File: src/core/peak_i2c_pkg.sv
/*
  shared constants, types and states of the two-wire target port with
  its peak-result register.
  assumes a single system clock; nothing here holds logic.
*/
package peak_i2c_pkg;

  // ---------------------------------------------------------------
  // register pointers and layouts
  // ---------------------------------------------------------------
  localparam logic [7:0]  PTR_CONV        = 8'h00;
  localparam logic [7:0]  PTR_CONFIG      = 8'h02;
  localparam logic [7:0]  PTR_PEAK        = 8'h07;
  localparam logic [7:0]  PTR_RESET       = 8'h00;
  localparam int          RES_W           = 12;
  localparam logic [11:0] PEAK_RESET      = 12'h000;
  localparam logic [11:0] CONV_RESET      = 12'h000;
  localparam logic [7:0]  CFG_RESET       = 8'h00;
  localparam logic [7:0]  CFG_WR_MASK     = 8'hfd;
  localparam int          CYCLE_LSB       = 5;
  localparam int          CYCLE_MSB       = 7;
  localparam logic [2:0]  CYCLE_OFF       = 3'h0;
  localparam logic [3:0]  PAD_ZERO        = 4'h0;
  localparam logic [7:0]  BYTE_ZERO       = 8'h00;

  // ---------------------------------------------------------------
  // link constants
  // ---------------------------------------------------------------
  localparam logic [6:0]  TARGET_ADDR_DEF = 7'h54;
  localparam logic [4:0]  MASTER_CODE_TOP = 5'h01;
  localparam logic [3:0]  RX_LAST_BIT     = 4'h8;
  localparam logic [3:0]  TX_LAST_BIT     = 4'h7;
  localparam logic [3:0]  BIT_ZERO        = 4'h0;
  localparam logic [3:0]  BIT_ONE         = 4'h1;
  localparam logic        LINE_IDLE       = 1'b1;

  // ---------------------------------------------------------------
  // types
  // ---------------------------------------------------------------
  typedef struct packed {
    logic scl;
    logic sda;
  } line_type;

  typedef enum logic [2:0] {
    ST_IDLE   = 3'b000,
    ST_RX     = 3'b001,
    ST_RX_ACK = 3'b010,
    ST_TX     = 3'b011,
    ST_TX_ACK = 3'b100,
    ST_WAIT   = 3'b101
  } link_state_type;

  typedef enum logic [1:0] {
    BK_ADDR = 2'b00,
    BK_PTR  = 2'b01,
    BK_HI   = 2'b10,
    BK_LO   = 2'b11
  } byte_kind_type;

endpackage

File: src/core/line_filter.sv
/*
  three-stage synchroniser for the clock and data lines.
  assumes both lines idle high; a level is taken once stages two and
  three agree.
*/
`timescale 1ns/1ps
`default_nettype none

module line_filter
(
  input  wire logic                  clk,
  input  wire logic                  rst_n,
  input  wire peak_i2c_pkg::line_type raw,
  output var  peak_i2c_pkg::line_type clean
);

  logic [1:0] raw_v;
  logic [1:0] s1_r;
  logic [1:0] s2_r;
  logic [1:0] s3_r;
  logic [1:0] clean_r;

  assign raw_v = raw;
  assign clean = peak_i2c_pkg::line_type'(clean_r);

  // ---------------------------------------------------------------
  // per-line filter
  // ---------------------------------------------------------------
  for (genvar i = 0; i < 2; i++)
  begin : g_line
    always_ff @(posedge clk)
    begin
      if (!rst_n)
      begin
        s1_r[i]    <= peak_i2c_pkg::LINE_IDLE;
        s2_r[i]    <= peak_i2c_pkg::LINE_IDLE;
        s3_r[i]    <= peak_i2c_pkg::LINE_IDLE;
        clean_r[i] <= peak_i2c_pkg::LINE_IDLE;
      end
      else
      begin
        s1_r[i] <= raw_v[i];
        s2_r[i] <= s1_r[i];
        s3_r[i] <= s2_r[i];
        if (s2_r[i] == s3_r[i])
        begin
          clean_r[i] <= s3_r[i];
        end
      end
    end
  end

endmodule

`default_nettype wire

File: src/core/peak_hold.sv
/*
  peak-result register: keeps the highest conversion in automatic mode.
  assumes conv_valid is a one-cycle pulse per finished conversion.
*/
`timescale 1ns/1ps
`default_nettype none

module peak_hold
(
  input  wire logic        clk,
  input  wire logic        rst_n,
  input  wire logic        auto_mode,
  input  wire logic        conv_valid,
  input  wire logic [11:0] conv_result,
  input  wire logic        wr_en,
  input  wire logic [11:0] wr_value,
  output logic      [11:0] peak
);

  logic [11:0] peak_r;

  assign peak = peak_r;

  // ---------------------------------------------------------------
  // update
  // ---------------------------------------------------------------
  // a bus write wins over a conversion in the same cycle
  always_ff @(posedge clk)
  begin
    if (!rst_n)
    begin
      peak_r <= peak_i2c_pkg::PEAK_RESET;
    end
    else if (wr_en)
    begin
      peak_r <= wr_value;
    end
    else if (auto_mode && conv_valid && (conv_result > peak_r))
    begin
      peak_r <= conv_result;
    end
  end

endmodule

`default_nettype wire

File: src/core/peak_i2c_target.sv
/*
  two-wire target port with 8-bit pointer into 16-bit registers:
  conversion result, configuration and peak result.
  assumes an external pull-up on both lines, a master that drives scl,
  and a converter that pulses conv_valid with each new result.
*/
`timescale 1ns/1ps
`default_nettype none

module peak_i2c_target
#(
  parameter logic [6:0] TARGET_ADDR = peak_i2c_pkg::TARGET_ADDR_DEF
)
(
  input  wire logic        clk,
  input  wire logic        rst_n,
  input  wire logic        scl_in,
  input  wire logic        sda_in,
  output logic             sda_out,
  output logic             sda_oe,
  input  wire logic        conv_valid,
  input  wire logic [11:0] conv_result,
  output logic             auto_mode,
  output logic      [2:0]  cycle_time,
  output logic             high_speed_mode
);

  peak_i2c_pkg::line_type       raw_lines;
  peak_i2c_pkg::line_type       lines;
  peak_i2c_pkg::link_state_type state_r;
  peak_i2c_pkg::link_state_type state_nxt;
  peak_i2c_pkg::byte_kind_type  kind_r;

  logic        scl_q_r;
  logic        sda_q_r;
  logic        start_cond;
  logic        stop_cond;
  logic        scl_rise;
  logic        scl_fall;
  logic [3:0]  bit_cnt_r;
  logic [7:0]  rx_shift_r;
  logic [7:0]  tx_shift_r;
  logic        rd_mode_r;
  logic        tx_hi_r;
  logic        drive_low_r;
  logic        hs_r;
  logic [7:0]  ptr_r;
  logic [7:0]  hi_byte_r;
  logic [15:0] rd_word_r;
  logic [7:0]  cfg_r;
  logic [11:0] conv_r;
  logic [11:0] peak;
  logic [15:0] rd_value;
  logic [7:0]  next_tx;
  logic        rx_done;
  logic        addr_match;
  logic        is_master_code;
  logic        addr_ok;
  logic        wr_fire;
  logic        load_tx;
  logic        peak_wr;

  // ---------------------------------------------------------------
  // line sampling and conditions
  // ---------------------------------------------------------------
  assign raw_lines.scl = scl_in;
  assign raw_lines.sda = sda_in;

  line_filter u_filter
  (
    .clk   (clk),
    .rst_n (rst_n),
    .raw   (raw_lines),
    .clean (lines)
  );

  always_ff @(posedge clk)
  begin
    if (!rst_n)
    begin
      scl_q_r <= peak_i2c_pkg::LINE_IDLE;
      sda_q_r <= peak_i2c_pkg::LINE_IDLE;
    end
    else
    begin
      scl_q_r <= lines.scl;
      sda_q_r <= lines.sda;
    end
  end

  // edges are taken from the filtered lines; a level held under two clk cycles is dropped
  assign start_cond = lines.scl & scl_q_r & sda_q_r & ~lines.sda;
  assign stop_cond  = lines.scl & scl_q_r & ~sda_q_r & lines.sda;
  assign scl_rise   = lines.scl & ~scl_q_r;
  assign scl_fall   = ~lines.scl & scl_q_r;

  // ---------------------------------------------------------------
  // byte decode
  // ---------------------------------------------------------------
  assign rx_done = (state_r == peak_i2c_pkg::ST_RX) && scl_fall
                   && (bit_cnt_r == peak_i2c_pkg::RX_LAST_BIT);
  assign addr_match     = (rx_shift_r[7:1] == TARGET_ADDR);
  assign is_master_code = (rx_shift_r[7:3] == peak_i2c_pkg::MASTER_CODE_TOP);
  assign addr_ok        = addr_match && !is_master_code;
  assign wr_fire = rx_done && (kind_r == peak_i2c_pkg::BK_LO);
  assign load_tx = scl_fall
                   && (((state_r == peak_i2c_pkg::ST_RX_ACK) && rd_mode_r)
                   || (state_r == peak_i2c_pkg::ST_TX_ACK));

  // ---------------------------------------------------------------
  // read mux
  // ---------------------------------------------------------------
  always_comb
  begin
    case (ptr_r)
      peak_i2c_pkg::PTR_CONV:
        rd_value = {peak_i2c_pkg::PAD_ZERO, conv_r};
      peak_i2c_pkg::PTR_CONFIG:
        rd_value = {peak_i2c_pkg::BYTE_ZERO, cfg_r};
      peak_i2c_pkg::PTR_PEAK:
        rd_value = {peak_i2c_pkg::PAD_ZERO, peak};
      default:
        rd_value = {peak_i2c_pkg::BYTE_ZERO, peak_i2c_pkg::BYTE_ZERO};
    endcase
  end

  // upper byte comes live, lower byte from the word caught with it
  assign next_tx = tx_hi_r ? rd_value[15:8] : rd_word_r[7:0];

  // ---------------------------------------------------------------
  // protocol state
  // ---------------------------------------------------------------
  always_comb
  begin
    state_nxt = state_r;
    case (state_r)
      peak_i2c_pkg::ST_IDLE:
        state_nxt = state_r;
      peak_i2c_pkg::ST_WAIT:
        state_nxt = state_r;
      peak_i2c_pkg::ST_RX:
        if (rx_done && (kind_r == peak_i2c_pkg::BK_ADDR))
          state_nxt = addr_ok ? peak_i2c_pkg::ST_RX_ACK
                              : peak_i2c_pkg::ST_WAIT;
        else if (rx_done)
          state_nxt = peak_i2c_pkg::ST_RX_ACK;
      peak_i2c_pkg::ST_RX_ACK:
        if (scl_fall)
          state_nxt = rd_mode_r ? peak_i2c_pkg::ST_TX
                                : peak_i2c_pkg::ST_RX;
      peak_i2c_pkg::ST_TX:
        if (scl_fall && (bit_cnt_r == peak_i2c_pkg::TX_LAST_BIT))
          state_nxt = peak_i2c_pkg::ST_TX_ACK;
      peak_i2c_pkg::ST_TX_ACK:
        if (scl_rise && lines.sda)
          state_nxt = peak_i2c_pkg::ST_WAIT;
        else if (scl_fall)
          state_nxt = peak_i2c_pkg::ST_TX;
      default:
        state_nxt = peak_i2c_pkg::ST_IDLE;
    endcase
    if (stop_cond)
      state_nxt = peak_i2c_pkg::ST_IDLE;
    else if (start_cond)
      state_nxt = peak_i2c_pkg::ST_RX;
  end

  always_ff @(posedge clk)
  begin
    if (!rst_n)
      state_r <= peak_i2c_pkg::ST_IDLE;
    else
      state_r <= state_nxt;
  end

  // ---------------------------------------------------------------
  // bit counter and byte kind
  // ---------------------------------------------------------------
  always_ff @(posedge clk)
  begin
    if (!rst_n)
      bit_cnt_r <= peak_i2c_pkg::BIT_ZERO;
    else if (start_cond || (state_nxt != state_r))
      bit_cnt_r <= peak_i2c_pkg::BIT_ZERO;
    else if ((state_r == peak_i2c_pkg::ST_RX) && scl_rise)
      bit_cnt_r <= bit_cnt_r + peak_i2c_pkg::BIT_ONE;
    else if ((state_r == peak_i2c_pkg::ST_TX) && scl_fall)
      bit_cnt_r <= bit_cnt_r + peak_i2c_pkg::BIT_ONE;
  end

  always_ff @(posedge clk)
  begin
    if (!rst_n)
    begin
      kind_r    <= peak_i2c_pkg::BK_ADDR;
      rd_mode_r <= 1'b0;
    end
    else if (start_cond)
    begin
      kind_r    <= peak_i2c_pkg::BK_ADDR;
      rd_mode_r <= 1'b0;
    end
    else if (rx_done)
    begin
      case (kind_r)
        peak_i2c_pkg::BK_ADDR:
        begin
          kind_r    <= peak_i2c_pkg::BK_PTR;
          rd_mode_r <= rx_shift_r[0];
        end
        peak_i2c_pkg::BK_PTR:
          kind_r <= peak_i2c_pkg::BK_HI;
        peak_i2c_pkg::BK_HI:
          kind_r <= peak_i2c_pkg::BK_LO;
        peak_i2c_pkg::BK_LO:
          kind_r <= peak_i2c_pkg::BK_HI;
        default:
          kind_r <= peak_i2c_pkg::BK_ADDR;
      endcase
    end
  end

  // ---------------------------------------------------------------
  // receive shifter
  // ---------------------------------------------------------------
  always_ff @(posedge clk)
  begin
    if (!rst_n)
      rx_shift_r <= peak_i2c_pkg::BYTE_ZERO;
    else if ((state_r == peak_i2c_pkg::ST_RX) && scl_rise)
      rx_shift_r <= {rx_shift_r[6:0], lines.sda};
  end

  // ---------------------------------------------------------------
  // transmit and data line drive
  // ---------------------------------------------------------------
  always_ff @(posedge clk)
  begin
    if (!rst_n)
    begin
      tx_shift_r  <= peak_i2c_pkg::BYTE_ZERO;
      tx_hi_r     <= 1'b1;
      rd_word_r   <= {peak_i2c_pkg::BYTE_ZERO, peak_i2c_pkg::BYTE_ZERO};
      drive_low_r <= 1'b0;
    end
    else if (start_cond || stop_cond)
    begin
      tx_hi_r     <= 1'b1;
      drive_low_r <= 1'b0;
    end
    // ack every accepted byte; master code and foreign address get none
    else if (rx_done)
      drive_low_r <= (kind_r != peak_i2c_pkg::BK_ADDR) || addr_ok;
    else if (load_tx && (state_nxt == peak_i2c_pkg::ST_TX))
    begin
      tx_shift_r  <= next_tx;
      tx_hi_r     <= ~tx_hi_r;
      drive_low_r <= ~next_tx[7];
      if (tx_hi_r)
        rd_word_r <= rd_value;
    end
    else if ((state_r == peak_i2c_pkg::ST_TX) && scl_fall)
    begin
      if (bit_cnt_r == peak_i2c_pkg::TX_LAST_BIT)
        drive_low_r <= 1'b0;
      else
      begin
        tx_shift_r  <= {tx_shift_r[6:0], 1'b0};
        drive_low_r <= ~tx_shift_r[6];
      end
    end
    else if (scl_fall && (state_r == peak_i2c_pkg::ST_RX_ACK))
      drive_low_r <= 1'b0;
    else if ((state_r == peak_i2c_pkg::ST_WAIT)
             || (state_r == peak_i2c_pkg::ST_IDLE))
      drive_low_r <= 1'b0;
  end

  assign sda_out = 1'b0;
  assign sda_oe  = drive_low_r;

  // ---------------------------------------------------------------
  // speed mode
  // ---------------------------------------------------------------
  always_ff @(posedge clk)
  begin
    if (!rst_n)
      hs_r <= 1'b0;
    else if (stop_cond)
      hs_r <= 1'b0;
    else if (rx_done && (kind_r == peak_i2c_pkg::BK_ADDR) && is_master_code)
      hs_r <= 1'b1;
  end

  assign high_speed_mode = hs_r;

  // ---------------------------------------------------------------
  // pointer and register writes
  // ---------------------------------------------------------------
  always_ff @(posedge clk)
  begin
    if (!rst_n)
    begin
      ptr_r     <= peak_i2c_pkg::PTR_RESET;
      hi_byte_r <= peak_i2c_pkg::BYTE_ZERO;
      cfg_r     <= peak_i2c_pkg::CFG_RESET;
    end
    else if (rx_done)
    begin
      if (kind_r == peak_i2c_pkg::BK_PTR)
        ptr_r <= rx_shift_r;
      if (kind_r == peak_i2c_pkg::BK_HI)
        hi_byte_r <= rx_shift_r;
      if (wr_fire && (ptr_r == peak_i2c_pkg::PTR_CONFIG))
        cfg_r <= rx_shift_r & peak_i2c_pkg::CFG_WR_MASK;
    end
  end

  always_ff @(posedge clk)
  begin
    if (!rst_n)
      conv_r <= peak_i2c_pkg::CONV_RESET;
    else if (conv_valid)
      conv_r <= conv_result;
  end

  assign peak_wr    = wr_fire && (ptr_r == peak_i2c_pkg::PTR_PEAK);
  assign cycle_time = cfg_r[peak_i2c_pkg::CYCLE_MSB:peak_i2c_pkg::CYCLE_LSB];
  assign auto_mode  = (cycle_time != peak_i2c_pkg::CYCLE_OFF);

  peak_hold u_peak
  (
    .clk         (clk),
    .rst_n       (rst_n),
    .auto_mode   (auto_mode),
    .conv_valid  (conv_valid),
    .conv_result (conv_result),
    .wr_en       (peak_wr),
    .wr_value    ({hi_byte_r[3:0], rx_shift_r}),
    .peak        (peak)
  );

endmodule

`default_nettype wire
File: config.mk
export PLATFORM = sky130hd
export DESIGN_NAME = peak_i2c_target
export DESIGN_NICKNAME = d
export VERILOG_FILES = /design/src/core/peak_i2c_pkg.sv /design/src/core/line_filter.sv /design/src/core/peak_hold.sv /design/src/core/peak_i2c_target.sv
export SDC_FILE = /design/constraint.sdc
export NUM_CORES = 1
export LEC_CHECK = 0
export BUFFER_PORTS_ARGS = -buffer_cell sky130_fd_sc_hd__buf_4
export CAP_MARGIN = 10
export CORE_ASPECT_RATIO = 0.5
export CORE_MARGIN = 2
export CORE_UTILIZATION = 35
export DETAILED_ROUTE_END_ITERATION = 10
export GPL_ROUTABILITY_DRIVEN = 0
export GPL_TIMING_DRIVEN = 0
export MAX_ROUTING_LAYER = met4
export PLACE_DENSITY = 0.47
export SLEW_MARGIN = 40
export SYNTH_ARGS = -nofsm -noshare
export SYNTH_HDL_FRONTEND = slang
export SYNTH_SLANG_ARGS = --single-unit
File: constraint.sdc
create_clock -name clk -period 2.7 [get_ports clk]
set_input_delay 0.54 -clock clk [delete_from_list [all_inputs] [get_ports clk]]
set_output_delay 0.54 -clock clk [all_outputs]
set_load 0.05 [all_outputs]
# --- Yosys cells after proc, flatten, opt, wreduce, memory -nomap -nowiden ---
# Cells that the tools add are included.
totals:
  in_bits: 17
  word_cells: 136
  regBits: 89
  output_inout_bits: 7
classes:
  reduce_logical: 46
  order_cmp: 1
  muxes: 27
  add_sub_neg: 1
  n_eq_ne: 19
  bitwise_logic: 17
ops:
  columns: ["operator", "count"]
  rows:
  - ["12-bit case mux with 3 select lines", 1]
  - ["3-bit 2-to-1 mux", 9]
  - ["12-bit 2-to-1 mux", 2]
  - ["7-bit 2-to-1 mux", 3]
  - ["1-bit logical AND", 18]
  - ["3-bit case mux with 5 select lines", 1]
  - ["12-bit greater-than comparator", 1]
  - ["2-bit OR reduction", 6]
  - ["1-bit NOT", 10]
  - ["2-bit AND reduction", 5]
  - ["3-bit by 2-bit == test with 1-bit output, second input constant", 3]
  - ["8-bit by 2-bit == test with 1-bit output, second input constant", 1]
  - ["8-bit by 3-bit == test with 1-bit output, second input constant", 1]
  - ["8-bit zero test", 1]
  - ["4-bit 2-to-1 mux", 2]
  - ["8-bit 2-to-1 mux", 1]
  - ["4-bit AND reduction", 2]
  - ["2-bit nonzero test", 4]
  - ["1-bit bitwise AND", 7]
  - ["7-bit == test, second input constant", 1]
  - ["3-bit == test, second input constant", 2]
  - ["1-bit 2-to-1 mux", 6]
  - ["2-bit case mux with 3 select lines", 1]
  - ["5-bit by 1-bit == test with 1-bit output, second input constant", 1]
  - ["16 further kinds", 22]

# --- Depth between registers and ports, before layout ---
depth:
  depth_word: 13
  ltp_mapped: 9
  depth_no_buf: 8

# --- Cells and area by module ---
# Synthesis repeated with hierarchy kept, for this count alone.
unflattened:
  hier_cells: 471
  hier_area_um2: 4307.9
modules_own_cells:
  columns: ["mod", "cells_each", "instances", "area_each_um2", "seq_area_each_um2"]
  rows:
  - ["peak_i2c_target", 363, 1, 3233.1, 1381.3]
  - ["peak_hold", 88, 1, 849.6, 240.2]
  - ["line_filter", 20, 1, 225.2, 160.2]

# --- Worst setup path after synthesis ---
# Ideal clock, no wire load.
synth_path:
  path_kind: "input-to-reg"
  startpoint: "in conv_result[5]"
  endpoint: "reg u_peak.peak_r[10], in the netlist u_peak.peak[10]"
  path_slack_ps: 368
  stages: 7
  t_arrival_ps: 2210
  path_cell_list: "ha_1 -> a21o_1 -> a221o_1 -> a2111oi_0 -> o21ai_2 -> buf_4 -> mux2i_1"
synth_via:
  elab_chain_len: 3
synth_rtl:
  columns: ["item", "line", "text"]
  rows:
  - ["from (decl)", "peak_i2c_target.sv:22", "input wire logic [11:0] conv_result,"]
  - ["12-bit greater-than comparator", "peak_hold.sv:38", "else if (auto_mode && conv_valid && (conv_result > peak_r))"]
  - ["1-bit logical AND", "peak_hold.sv:38", null]
  - ["2-bit nonzero test (no line)", null, null]
  - ["to (signal assigned)", "peak_hold.sv:32", "peak_r <= peak_i2c_pkg::PEAK_RESET;"]
  - ["to (signal assigned)", "peak_hold.sv:36", "peak_r <= wr_value;"]
  - ["to (signal assigned)", "peak_hold.sv:40", "peak_r <= conv_result;"]
  - ["to (decl)", "peak_hold.sv:20", "logic [11:0] peak_r;"]
# Every way passes these cells.
# A chain may end at the register's enable or synchronous reset.

# --- Final worst setup path ---
layout_path:
  startpoint: "reg u_peak.peak_r[5], in the netlist u_peak.peak[5]"
  endpoint: "reg u_peak.peak_r[4], in the netlist u_peak.peak[4]"
layout_via:
  elab_chain_len: 3
layout_rtl:
  columns: ["item", "line"]
  rows:
  - ["12-bit greater-than comparator", "peak_hold.sv:38"]
  - ["1-bit logical AND", "peak_hold.sv:38"]
  - ["2-bit nonzero test (no line)", null]
# Every way passes these cells.

==> results <==
- Setup repair after global routing left no endpoint under its margin.
- The hold path depth is 2.
- The multiplexer area fraction after synthesis is 0.130.
- Of the cells placed in the final design, the portion with a size suffix greater than 1 is 0.120.
- The count of clock tree sinks is 89.
- Of the post-synthesis cell area, the dominant cell type holds 0.400.
- The post-synthesis async set-or-reset flop share is 0.
- The floorplan step defined a core boundary enclosing 12,600 sq um.
- In the final design database the tool counted 553 nets.
- The number of register bits inferred by synthesis is 89.
- Of the total power, the share spent switching nets is 0.222.
- For this design the total switching power over the nets is 607 uW.
- The clock network latency to the later pin of the worst-skew pair is 0.34 ns.
- Of all cell types, the one taking the most synthesized area is sky130_fd_sc_hd__dfxtp_1.
- The maximum number of pins on one net before global-route repair is 14.
- Counting cells, the worst reg-to-reg path comes to 8.
- Setup violations remaining at the end of the flow were counted as 0.
- In this run the tightest slew margin relative to its limit is 0.453.
- The number of antenna diodes in the final layout is 0.
- The area of the mapped netlist is 4460 sq um.
- Post-CTS repair changed the size of 0 cells.
- After synthesis, the largest family of logic cells by area is simple AND/OR/NAND/NOR gates.
- The flow ran to the end, and the final reports show no timing, DRC or antenna violations.
- The post-synthesis net count is 521.
- VDD sags by at most 0.266 mV.
- By area the synthesized netlist is led by sky130_fd_sc_hd__dfxtp_1, sky130_fd_sc_hd__mux2i_1, sky130_fd_sc_hd__nor2_1, sky130_fd_sc_hd__ha_1, sky130_fd_sc_hd__nand2_1.
- The share of power burned in combinational logic is 0.054.
- The site row count is 29.
- The full die area is 13,700 sq um.
- The setup path with the least slack is of type register to register.
- The clock passes through at most 2 buffers.
- Of the total synthesized cell area, the portion taken by XOR and XNOR cells is 0.0118.
- The count of port buffers added during placement is 21.
- The final count of hold timing violations is 0.
- The number of global-route vias before repair was 3,433.
- The I/O pin count is 24.
- The total of hold buffers inserted after clock tree synthesis is 0.
- The arithmetic-cell share of the synthesized area counting full adders, half adders and majority gates is 0.0393.
- The vertical die dimension is 83.8 um.
- The TritonCTS clock tree is built.
- The most repeated cell in the gate-level netlist after synthesis is sky130_fd_sc_hd__dfxtp_1.
- The final setup TNS is 0 ns.
- At the placement stage, the worst setup path has a slack of 0.0195 ns.
- The final count of pins violating max slew is 0.
- The first global-routing pass estimated 19,500 um of wire.
- The compound-cell area share of the yosys netlist is 0.155.
- The highest attainable clock frequency is 0.411 GHz.
- The relative area change from synthesis to final layout is 14.8%.
- The completed layout was analyzed and its total power is 2740 uW.
- The detail route stage leaves a number of antenna-violating nets equal to 0.
- The data required time of the worst path is 2.92 ns.
- Of the synthesized area, sequential elements account for 0.400.
- The total DRC errors in the routed layout is 0.
- The time the final worst path needs with I/O delays and setup is 2.43 ns.
- The actual slew at the worst max-slew pin is 0.820 ns.
- For this run, the number of Yosys warnings is 0.
- The aggregate routed wire length is 12,100 um.
- The min-delay analysis places its worst path in the category primary input to register.
- The die is 164 um wide.
- The analysis attributes to cell leakage a power of 0.00215 uW.
- The leftover overflow at the end of global routing is 0.
- The flip-flop cell with the highest count after synthesis is sky130_fd_sc_hd__dfxtp_1.
- In this run the number of H-tree levels came out at 3.
- In the post-route analysis, the smallest setup slack over all paths is 0.266 ns.
- For this design the ratio of total power to cell area is 534 nW/um^2.
- After synthesis, the most frequently instantiated cells are sky130_fd_sc_hd__dfxtp_1, sky130_fd_sc_hd__nor2_1, sky130_fd_sc_hd__mux2i_1, sky130_fd_sc_hd__nand2_1, sky130_fd_sc_hd__nand2b_1.
- Of the available clock period, the critical path in the final layout requires 0.901.
- The number of antenna violations at the first check in global routing is 0.
- The number of distinct library cells after synthesis is 62.
- Across the run, the number of max-cap violations was 0.
- After legalization and detailed placement, the total HPWL measured 8810 um.
- The mean number of vias per cell is 5.02.
- The peak fanout along the critical path is 10.
- In the final routed layout, each cell accounts on average for 17.4 um.
- The cell sitting at the root of the clock tree is a sky130_fd_sc_hd__clkbuf_16.
- In the synthesized netlist, the number of instances is 490.
- Across the whole layout, storage elements account for 1780 sq um.
- The initial core utilization is 0.355.
- The share of total power dissipated in sequential elements is 0.489.
- The share of total power dissipated in the clock network is 0.458.
- The startpoint class of the critical path is a register.
- The first-iteration detailed-routing DRC count is 202.
- The number of buffers inserted during clock tree synthesis is 9.
- The synthesized area per cell is 9.10 sq um.
- Fill cells in the final layout number 1,300.
- The global-route usage over all layers is 0.193.
- Post-CTS timing repair inserted 0 buffers for setup.
- The share of synthesized cell area in and, or, nand and nor gates is 0.210.
- Data on the critical path arrives at its endpoint at 2.65 ns.
- The clock-pin slew on the worst setup and hold paths is 0.06 ns.
- The synthesized design contains 0 enable-type register cells.
- The total internal power is 2130 uW.
- The worst clock skew on the final layout is 0.00638 ns.
- In the final layout, the multi-input gates occupy 2440 sq um.
- The via count of the routed design is 3,496.
- The type of element capturing the critical path is a register.
- The first detailed-routing pass ran for 5 iterations.
## path summary, 6_finish.rpt
kind,start,endpoint,slack (ns)
min,scl_in,u_filter.s1_r[1],0.38
min reg2reg,u_filter.s1_r[1],u_filter.s2_r[1],0.40
max reg2reg,u_peak.peak[5],u_peak.peak[4],0.27
max,u_peak.peak[5],u_peak.peak[4],0.27
## logic make-up after synthesis
group / after synthesis
simple gates: 182
compound gates: 90
xor+xnor: 6
mux: 58
flops: 89
other cells: 1
buf+inv: 50
fa+ha+maj: 14
## power groups by stage
stage	registers, uW	logic (uW)	clock network [uW]
finish	1340	146	1250
global route	1340	163	1350
CTS	1340	147	1290
detailed placement	1370	147	0
global placement	1370	146	0
floorplan	1360	90.0	0
## worst max-delay path, stage by stage, from the launching register on
cell and delay, ns:
sky130_fd_sc_hd__dfxtp_1 0.36, sky130_fd_sc_hd__inv_1 0.06, sky130_fd_sc_hd__ha_1 0.29, sky130_fd_sc_hd__a21o_1 0.19, sky130_fd_sc_hd__a221o_1 0.31, sky130_fd_sc_hd__a2111oi_0 0.59, sky130_fd_sc_hd__o21ai_2 0.15, sky130_fd_sc_hd__buf_4 0.24
sky130_fd_sc_hd__mux2i_1 0.13
## per-stage QoR
stage	utilization	instances	hold WS, ns	cell area (sq um)
detailed placement	0.385	681	0.391	4830
finish	0.408	697	0.380	5120
global placement	0.385	681	0.389	4830
global route	0.408	697	0.384	5120
floorplan	-	490	0.386	4460
CTS	0.408	697	0.370	5120
## sequential cells by signal (all words and copies together), names as in the netlist
register,flops
rx_shift_r,8
bit_cnt_r,4
state_r,3
u_filter.s3_r,2
high_speed_mode,1
rd_mode_r,1
sda_oe,1
ptr_r,8
tx_shift_r,7
rd_word_r,8
tx_hi_r,1
scl_q_r,1
u_filter.s2_r,2
cfg_r,7
kind_r,2
hi_byte_r,4
u_peak.peak,12
sda_q_r,1
conv_r,12
u_filter.clean,2
u_filter.s1_r,2
## cells in the final DEF (no fill, tap or decap), types with 3 or more instances in the layout
cell and instances:
sky130_fd_sc_hd__dfxtp_1 89, sky130_fd_sc_hd__nor2_1 77, sky130_fd_sc_hd__mux2i_1 58, sky130_fd_sc_hd__nand2_1 34
sky130_fd_sc_hd__buf_4 28, sky130_fd_sc_hd__clkbuf_1 20, sky130_fd_sc_hd__nand2b_1 19, sky130_fd_sc_hd__inv_1 17
sky130_fd_sc_hd__a21oi_1 16, sky130_fd_sc_hd__ha_1 14, sky130_fd_sc_hd__a211oi_1 13, sky130_fd_sc_hd__a22oi_1 13
sky130_fd_sc_hd__o211ai_2 10, sky130_fd_sc_hd__o21ai_0 9, sky130_fd_sc_hd__clkbuf_16 9, sky130_fd_sc_hd__nand3b_1 8
sky130_fd_sc_hd__o211ai_1 7, sky130_fd_sc_hd__nand3_1 6, sky130_fd_sc_hd__or2b_1 5, sky130_fd_sc_hd__nor3b_1 4
sky130_fd_sc_hd__nor2b_1 4, sky130_fd_sc_hd__nand4_1 4, sky130_fd_sc_hd__xnor2_1 4, sky130_fd_sc_hd__buf_1 3
sky130_fd_sc_hd__a222oi_1 3
## layout make-up
| type | instances | area share |
|---|---|---|
| clock buffer | 13 | 0.0489 |
| timing repair buffer | 21 | 0.0308 |
| buffer | 32 | 0.0340 |
| tap | 170 | 0.0415 |
| sequential | 89 | 0.348 |
| clock inverter | 3 | 0.00782 |
| multi-input combinational | 351 | 0.476 |
| inverter | 18 | 0.0132 |
## layer usage
layer  vias to the layer above  share of wire  track usage
li1                       1796              -            -
met1                      1638           0.54        0.282
met2                        49           0.41        0.271
met3                        13          0.038       0.0412
met4                         0          0.011       0.0407
met5                         -              0            -
No activity file was read; power rests on OpenSTA's default activity.
